==> config.mk <==
export PLATFORM = sky130hd
export DESIGN_NAME = dses_select
export DESIGN_NICKNAME = d
export VERILOG_FILES = /design/src/core/dses_pkg.sv /design/src/core/dses_code_mux.sv /design/src/core/dses_select.sv
export VERILOG_INCLUDE_DIRS = /design/src /design/src/core
export SDC_FILE = /design/constraint.sdc
export NUM_CORES = 1
export LEC_CHECK = 0
export BUFFER_PORTS_ARGS = -buffer_cell sky130_fd_sc_hd__buf_4
export CORE_MARGIN = 2
export CORE_UTILIZATION = 50
export DETAILED_ROUTE_END_ITERATION = 10
export PLACE_DENSITY = 0.85
export SYNTH_ARGS = -nofsm -noshare
export SYNTH_HDL_FRONTEND = slang
export SYNTH_SLANG_ARGS = --single-unit
export TNS_END_PERCENT = 100
==> constraint.sdc <==
create_clock -name clock -period 1.8 [get_ports clock]
set_input_delay 0.27 -clock clock [delete_from_list [all_inputs] [get_ports clock]]
set_output_delay 0.27 -clock clock [all_outputs]
set_load 0.005 [all_outputs]
==> src/core/dses_cfg.svh <==
`ifndef DSES_CFG_SVH
`define DSES_CFG_SVH

// Event codes carried in the read and write trigger selection fields
`define DSES_CODE_W 5
`define DSES_CODE_NONE 5'h00
`define DSES_CODE_TIMER0 5'h01
`define DSES_CODE_TIMER1 5'h02
`define DSES_CODE_REFRESH 5'h03
`define DSES_CODE_EXT4 5'h04
`define DSES_CODE_EXT5 5'h05
`define DSES_CODE_EXT6 5'h06
`define DSES_CODE_EXT7 5'h07
`define DSES_CODE_DONE0 5'h08
`define DSES_CODE_DONE3 5'h0B
`define DSES_CODE_SER0_TX 5'h0C
`define DSES_CODE_SER0_RX 5'h0D
`define DSES_CODE_SER1_TX 5'h0E
`define DSES_CODE_SER1_RX 5'h0F
`define DSES_CODE_DOORBELL 5'h10
`define DSES_CODE_SER2_TX 5'h11
`define DSES_CODE_SER2_RX 5'h12
`define DSES_CODE_LAST 5'h12

// Number of event sources and channels
`define DSES_NUM_SRC 19
`define DSES_NUM_CHAN 4
`define DSES_SEL_RESET 5'h00

`endif

==> src/core/dses_pkg.sv <==
`include "dses_cfg.svh"

package dses_pkg;

    typedef logic [`DSES_CODE_W-1:0] dses_code_t;

    // One channel's pair of selections
    typedef struct packed {
        dses_code_t write_trigger_select;
        dses_code_t read_trigger_select;
    } dses_sel_t;

    // Event sources, bit index equals the event code
    typedef struct packed {
        logic serial2_rx_event;
        logic serial2_tx_event;
        logic host_doorbell;
        logic serial1_rx_event;
        logic serial1_tx_event;
        logic serial0_rx_event;
        logic serial0_tx_event;
        logic chan3_done;
        logic chan2_done;
        logic chan1_done;
        logic chan0_done;
        logic ext_irq_pin_seven;
        logic ext_irq_pin_six;
        logic ext_irq_pin_five;
        logic ext_irq_pin_four;
        logic refresh_timer_event;
        logic timer1_expiry;
        logic timer0_expiry;
        logic never_fires;
    } dses_events_t;

    // Trigger pair for one channel
    typedef struct packed {
        logic write_trigger;
        logic read_trigger;
    } dses_trig_t;

endpackage

==> src/core/dses_code_mux.sv <==
`timescale 1ns/10ps
`default_nettype none

`include "dses_cfg.svh"

module dses_code_mux
    import dses_pkg::*;
#(
    parameter int NUM_SRC = `DSES_NUM_SRC
) (
    // Selection and sources
    input wire dses_code_t code,
    input wire logic [NUM_SRC-1:0] events,
    // Selected event
    output logic hit
);

    // The selector can only reach as many sources as the code has values
    if (NUM_SRC < 1 || NUM_SRC > (1 << `DSES_CODE_W)) begin : g_bad_src
        $error("dses_code_mux: NUM_SRC out of range");
    end

    // Codes beyond the source list fall to zero, so reserved codes never trigger
    always_comb begin
        hit = 1'b0;
        if (int'(code) < NUM_SRC) begin
            hit = events[code];
        end
    end

endmodule

`default_nettype wire

==> src/core/dses_select.sv <==
`timescale 1ns/10ps
`default_nettype none

`include "dses_cfg.svh"

module dses_select
    import dses_pkg::*;
#(
    parameter int NUM_CHAN = `DSES_NUM_CHAN
) (
    // Clock and reset
    input wire logic clock,
    input wire logic rst_n,
    input wire logic clk_en,

    // Selections written into each channel's primary control
    input wire dses_sel_t [NUM_CHAN-1:0] chan_sel,

    // Timer and refresh sources
    input wire logic timer0_expiry,
    input wire logic timer1_expiry,
    input wire logic refresh_timer_event,

    // External interrupt pins
    input wire logic ext_irq_pin_four,
    input wire logic ext_irq_pin_five,
    input wire logic ext_irq_pin_six,
    input wire logic ext_irq_pin_seven,

    // Completions of the transfer channels, so one channel can chain on another
    input wire logic [NUM_CHAN-1:0] chan_done,

    // Serial port events
    input wire logic serial0_tx_event,
    input wire logic serial0_rx_event,
    input wire logic serial1_tx_event,
    input wire logic serial1_rx_event,
    input wire logic serial2_tx_event,
    input wire logic serial2_rx_event,

    // Host doorbell
    input wire logic host_doorbell,

    // Triggers to the transfer engine
    output var dses_trig_t [NUM_CHAN-1:0] chan_trig
);

    // Highest code that names a source; every code above it is reserved
    localparam dses_code_t LAST_CODE = `DSES_CODE_LAST;

    // Source positions, the dead code 0 included
    localparam int NUM_SRC = `DSES_NUM_SRC;

    // The code map names exactly four completion sources
    if (NUM_CHAN != `DSES_NUM_CHAN) begin : g_bad_chan
        $error("dses_select: the code map serves exactly four channels");
    end

    // Every source position must be reachable by a code
    if (NUM_SRC > (1 << `DSES_CODE_W)) begin : g_bad_src
        $error("dses_select: more sources than codes");
    end

    // The event vector must line up with the source count
    if ($bits(dses_events_t) != NUM_SRC) begin : g_bad_vec
        $error("dses_select: event vector does not match the source count");
    end

    // One completion code per channel
    if ((`DSES_CODE_DONE3 - `DSES_CODE_DONE0 + 1) != NUM_CHAN) begin : g_bad_done
        $error("dses_select: completion codes do not match the channel count");
    end

    // The last named code must sit at the top of the source vector
    if (int'(LAST_CODE) != NUM_SRC - 1) begin : g_bad_last
        $error("dses_select: last code does not match the source count");
    end

    // True for a code that names a source, false for code 0 and the reserved top
    function automatic logic code_fires(input dses_code_t code);
        logic named;
        named = (code != `DSES_CODE_NONE) && (code <= LAST_CODE);
        return named;
    endfunction

    dses_events_t events;
    dses_sel_t [NUM_CHAN-1:0] sel_reg;
    dses_sel_t [NUM_CHAN-1:0] sel_next;
    dses_trig_t [NUM_CHAN-1:0] trig_reg;
    dses_trig_t [NUM_CHAN-1:0] trig_next;

    // Source vector, bit position equals the event code
    always_comb begin
        events = '0;

        // Code 0 is the dead slot
        events.never_fires = 1'b0;

        // Timers and the refresh timer
        events.timer0_expiry = timer0_expiry;
        events.timer1_expiry = timer1_expiry;
        events.refresh_timer_event = refresh_timer_event;

        // External interrupt pins
        events.ext_irq_pin_four = ext_irq_pin_four;
        events.ext_irq_pin_five = ext_irq_pin_five;
        events.ext_irq_pin_six = ext_irq_pin_six;
        events.ext_irq_pin_seven = ext_irq_pin_seven;

        // Channel completions; a channel that selects its own completion simply
        // retriggers once per finished block
        events.chan0_done = chan_done[0];
        events.chan1_done = chan_done[1];
        events.chan2_done = chan_done[2];
        events.chan3_done = chan_done[3];

        // Serial ports 0 and 1
        events.serial0_tx_event = serial0_tx_event;
        events.serial0_rx_event = serial0_rx_event;
        events.serial1_tx_event = serial1_tx_event;
        events.serial1_rx_event = serial1_rx_event;

        // Host doorbell
        events.host_doorbell = host_doorbell;

        // Serial port 2
        events.serial2_tx_event = serial2_tx_event;
        events.serial2_rx_event = serial2_rx_event;
    end

    // Selections are held so a trigger never glitches mid-write of the control word.
    // The cost is one extra cycle before a new code takes effect.
    always_comb begin
        sel_next = sel_reg;
        if (clk_en) begin
            sel_next = chan_sel;
        end
    end

    // Reset selects code 0 on every channel, so nothing triggers until a real
    // code is written
    always_ff @(posedge clock or negedge rst_n) begin
        if (!rst_n) begin
            sel_reg <= '0;
        end else begin
            sel_reg <= sel_next;
        end
    end

    logic [NUM_CHAN-1:0] rd_hit;
    logic [NUM_CHAN-1:0] wr_hit;
    logic [NUM_CHAN-1:0] rd_fire;
    logic [NUM_CHAN-1:0] wr_fire;

    // One read and one write selector per channel
    genvar ch;
    generate
        for (ch = 0; ch < NUM_CHAN; ch++) begin : g_chan

            // Read side
            dses_code_mux #(
                .NUM_SRC(NUM_SRC)
            ) u_rd (
                .code(sel_reg[ch].read_trigger_select),
                .events(events),
                .hit(rd_hit[ch])
            );

            // Write side, a separate selector so the two directions pick their sources independently, even the same one
            dses_code_mux #(
                .NUM_SRC(NUM_SRC)
            ) u_wr (
                .code(sel_reg[ch].write_trigger_select),
                .events(events),
                .hit(wr_hit[ch])
            );

            // Reserved codes are cut here as well as in the selector, so a longer
            // source list in the selector can never wake them
            assign rd_fire[ch] = rd_hit[ch]
                & code_fires(sel_reg[ch].read_trigger_select);
            assign wr_fire[ch] = wr_hit[ch]
                & code_fires(sel_reg[ch].write_trigger_select);
        end
    endgenerate

    // Triggers are registered so the transfer engine sees one clean level per cycle
    always_comb begin
        trig_next = trig_reg;
        if (clk_en) begin
            for (int i = 0; i < NUM_CHAN; i++) begin
                trig_next[i].read_trigger = rd_fire[i];
                trig_next[i].write_trigger = wr_fire[i];
            end
        end
    end

    // A low clock enable holds the last trigger levels rather than dropping them
    always_ff @(posedge clock or negedge rst_n) begin
        if (!rst_n) begin
            trig_reg <= '0;
        end else begin
            trig_reg <= trig_next;
        end
    end

    assign chan_trig = trig_reg;

endmodule

`default_nettype wire

* Yosys cells after proc, flatten, opt, wreduce, memory -nomap -nowiden *
Cells that the tools add are included.

cells by class
  magnitude comparators = 24
  multiplexer cells = 24
  bitwise gates (word level) = 8
  reductions and logical operators = 16

operators by type and width
  cell                                                                   count
  5-bit by 6-bit < comparator with 1-bit output (second input constant)  8
  1-bit binary-select mux with 5-bit select                              8
  5-bit <= comparator (second input constant)                            8
  5-bit < comparator (second input constant)                             8
  5-bit nonzero test                                                     8
  1-bit 2-to-1 mux                                                       16
  1-bit AND                                                              8
  1-bit logical AND                                                      8

storage, ports and cells
  flip-flop bits (word level) = 48
  bits of input ports = 61
  output and inout port bits = 8
  logic and storage cells = 88

* Longest topological paths before layout *
  depth in word-level cells = 4
  depth in mapped cells = 6
  mapped depth without buffers = 4

* Cells and area by module *
A second synthesis with hierarchy kept.

second synthesis, totals
  cells, all modules = 320
  area total of the unflattened synthesis = 3550.9 µm²

by module, submodules not included
  module         instances  cells an instance  area each (µm²)  seq. area each (µm²)
  dses_select    1          160                2019.4           1201.2
  dses_code_mux  8          20                 191.4            0.0

* Least setup slack after synthesis *
No wires, ideal clock.

  kind = flip-flop to flip-flop
  start = register sel_reg[20] (netlist bit)
  end = register trig_reg (netlist bit chan_trig[4])
  library setup time = 129 ps
  data arrival time = 1438 ps
  data required time = 1671 ps
  slack = 233 ps
  cell stages (with the launch flop) = 6
  buffers on the path = 1
  period minus slack after synthesis = 1567 ps
  cell sequence = dfrtp_1 -> buf_6 -> mux4_2 -> mux2i_1 -> nor4b_1 -> a2111o_1

between the ends
  longest elaborated chain between the ends = 4
  elaborated cells on any way between the ends = 8
  classes of those cells = 2 x order compare; 3 x mux; 1 x bitwise; 2 x reduce/logical

RTL lines
  what                                       RTL line             text
  from (decl)                                dses_select.sv:87    dses_sel_t [NUM_CHAN-1:0] sel_reg;
  from (signal assigned)                     dses_select.sv:146   sel_reg <= sel_next;
  1-bit binary-select mux with 5-bit select  dses_code_mux.sv:27  hit = events[code];
  1-bit 2-to-1 mux (not written as such)     dses_code_mux.sv:27
  1-bit 2-to-1 mux                           dses_code_mux.sv:26  if (int'(code) < NUM_SRC) begin
  1-bit AND *                                dses_select.sv:181   & code_fires(sel_reg[ch].read_trigger_select);
  to (signal assigned)                       dses_select.sv:203   trig_reg <= trig_next;
  to (decl)                                  dses_select.sv:89    dses_trig_t [NUM_CHAN-1:0] trig_reg;

Every way passes the cells marked *; elsewhere a longest branch is shown, timed or not. The select of a mux whose other input is x is not followed.
A chain may end at the register's enable or synchronous reset.

* Final worst setup path *
Same ends and word-level chain as after synthesis.

==> results.tsv <==
metric	value	unit
fin_skew	0.00728	ns
layout.nets	394	
cpPeakStageDelay	0.52	ns
p_per_area	730	nW/µm²
setup.worst_path.start_class	register	
netlist.area_leader.share	37.1	%
min_from	chan_sel[27]	
utilization	60.6	%
syn_nets	348	
syn_area	3240	µm²
grt_usage	23.7	%
holdPathStages	2	
drtIter0Drc	215	
layout_setup_ws	0.156	ns
rsz0062_at_grt	no	
numCtsBuffers	5	
rr_worst_depth	4	
whs	0.192	ns
drive_above_1_share	39.2	%
ys_seq_area_share	37.1	%
maxSlewViolCount	0	
drt-wirelength-per-cell	19.3	µm
syn_to_final_growth	18.1	%
rrSetupSlack	0.16	ns
gp_congestion	0.834	
p_leak	0.00163	µW
grt_pass1_vias	2805	
h-tree-depth	2	
cts_max_path_buffers	2	
final-hold-violation-count	0	
syn_inst	287	
crit-reg2reg-launch	sel_reg[20]	
critPathKind	reg2reg	
fill_cells	545	
num_vias	2649	
timing.rr.end	chan_trig[4]	
cp.required	1.99	ns
hold_path_class	in2reg	
avgSynthCellArea	11.3	µm²
wl	7930	µm
hpwlAfterDp	5550	µm
coreArea	6310	µm²
rows	29	
relSlewSlack	60.0	%
vdd_drop_max	0.430	mV
fin_setup_tns	0	ns
arrival	1.84	ns
run_status	complete, no violations	
ant_nets	0	
grt_max_degree	49	
worstPathMaxFanout	8	
crit_buf_inv	0	
cpLargestDelayFamily	multiplexers	
clkLatencyLatePin	0.30	ns
min_period	1.64	ns
synthDistinctLibCells	36	
post-route-period-util	91.3	%
setup_viol	0	
drc	0	
post-place-ws	0.0729	ns
die_area	7140	µm²
grt_pass1_wl	13500	µm
critPathSlowestCell	mux4_2	
clock-sinks	48	
avgViaCountPerCell	6.45	
cts-root-buf	clkbuf_8	
fp.dieH	84.5	µm
largest_register_ffs	40	
post_cts_buffers	0	
io_buffers	68	
hold_path_end	sel_reg[27]	
crit_chain	mux4_2, mux2i_1, nor4b_1, a2111o_1	
synth_largest_area_cell	dfrtp_1	
grt-ovfl-total	0	
diodes	0	
drt-pass1-iter-count	4	
antenna_found_initial	0	
ys_seq_elements	48	
cp-end-kind	register	
synth_area_leaders	dfrtp_1 (37%), mux2_2 (14%), mux2i_1 (11%)	
max_freq	608	MHz
io_pins	69	
cap_violations	0	
worstMarginPinSlew	0.601	ns
dieWidth	84.5	µm
ys_warn_count	0	
clkTransAtPathRegs	0.09	ns
start_util	51.3	%
cts_tree	yes	
## per-layer routing
layer	up-vias	GRT usage [%]	wire [µm]
met3	22	6.00	712
met2	132	37.5	3900
met4	0	12.0	181
li1	1192	-	-
met1	1303	30.2	3140
met5	-	0	0
## report_power, final
part	total [µW]	switching (µW)	internal, µW
Clock	657	344	314
Combinational	726	276	450
Sequential	1410	208	1200
## worst max path at each step
stage,end,cells past startpoint,from
floorplan,chan_trig[4],5,sel_reg[20]
global placement,chan_trig[4],4,sel_reg[20]
detailed placement,chan_trig[4],4,sel_reg[20]
CTS,chan_trig[4],4,sel_reg[20]
global route,chan_trig[4],4,sel_reg[20]
finish,chan_trig[4],4,sel_reg[20]
## metrics by stage
stage / instance area [µm²] / std cells / total power [µW]
after floorplan: 3240 / 287 / 1860
after global placement: 3730 / 402 / 2110
after detailed placement: 3730 / 402 / 2150
after CTS: 3830 / 411 / 2820
after global routing: 3830 / 411 / 2960
final: 3830 / 411 / 2790
## synthesized netlist by cell type
master,instances
a311o_1,1
clkbuf_1,28
a2111o_1,1
inv_2,1
nor2_1,8
o2bb2ai_1,7
nor3_1,6
mux2_1,6
o2111ai_1,7
o221ai_1,1
a2111oi_0,1
nor2b_1,6
nand2_1,4
o211ai_1,6
nand2b_1,1
nand3b_1,18
nor4b_1,1
mux4_2,12
a221o_1,6
nand3_1,6
o211a_1,1
inv_1,6
dfrtp_1,48
a211o_1,1
clkbuf_2,1
buf_6,2
mux2_2,40
nand4_1,12
buf_4,1
o22ai_1,1
a21oi_1,2
mux2i_1,36
o21ai_0,1
a31oi_1,6
buf_2,1
and4_1,1
## kinds of logic after synthesis
family                 after synthesis  share of synthesized area, %
AOI/OAI and AO/OA                   42                          10.6
buffers and inverters               40                          5.29
DFF                                 48                          37.1
muxes                               94                          35.4
and+or+nand+nor                     63                          11.6
## cell type report
type | instances | area (µm²) | share of cell area, %
sequential | 48 | 1200 | 31.4
multi-input combinational | 199 | 1870 | 48.9
inverter | 7 | 26.3 | 0.686
tap | 77 | 96.3 | 2.52
clock buffer | 8 | 90.1 | 2.35
timing repair buffer | 72 | 543 | 14.2
## layout by cell type (no fill, tap or decap), drive strengths merged
master,synthesis,layout
inv,7,7
nor2b,6,6
a221o,6,6
a2111o,1,1
nand2,4,4
dfrtp,48,48
a2111oi,1,1
nor3,6,6
mux4,12,12
buf,4,71
o2111ai,7,7
nand4,12,12
mux2i,36,36
o22ai,1,1
o211a,1,1
a31oi,6,6
nor2,8,8
o2bb2ai,7,7
nand2b,1,1
o211ai,6,6
dlygate4sd3,0,1
and4,1,1
a21oi,2,2
mux2,46,46
nand3b,18,18
a211o,1,1
clkbuf,29,8
o221ai,1,1
o21ai,1,1
nor4b,1,1
nand3,6,6
a311o,1,1
## timing repair
action | in CTS | in global routing
hold buffers | 1 | 0
endpoints found under the hold margin | 45 | 0
endpoints found under the setup margin | 0 | 1
resized for setup | 0 | 2
(Power assumes the default switching activity.)
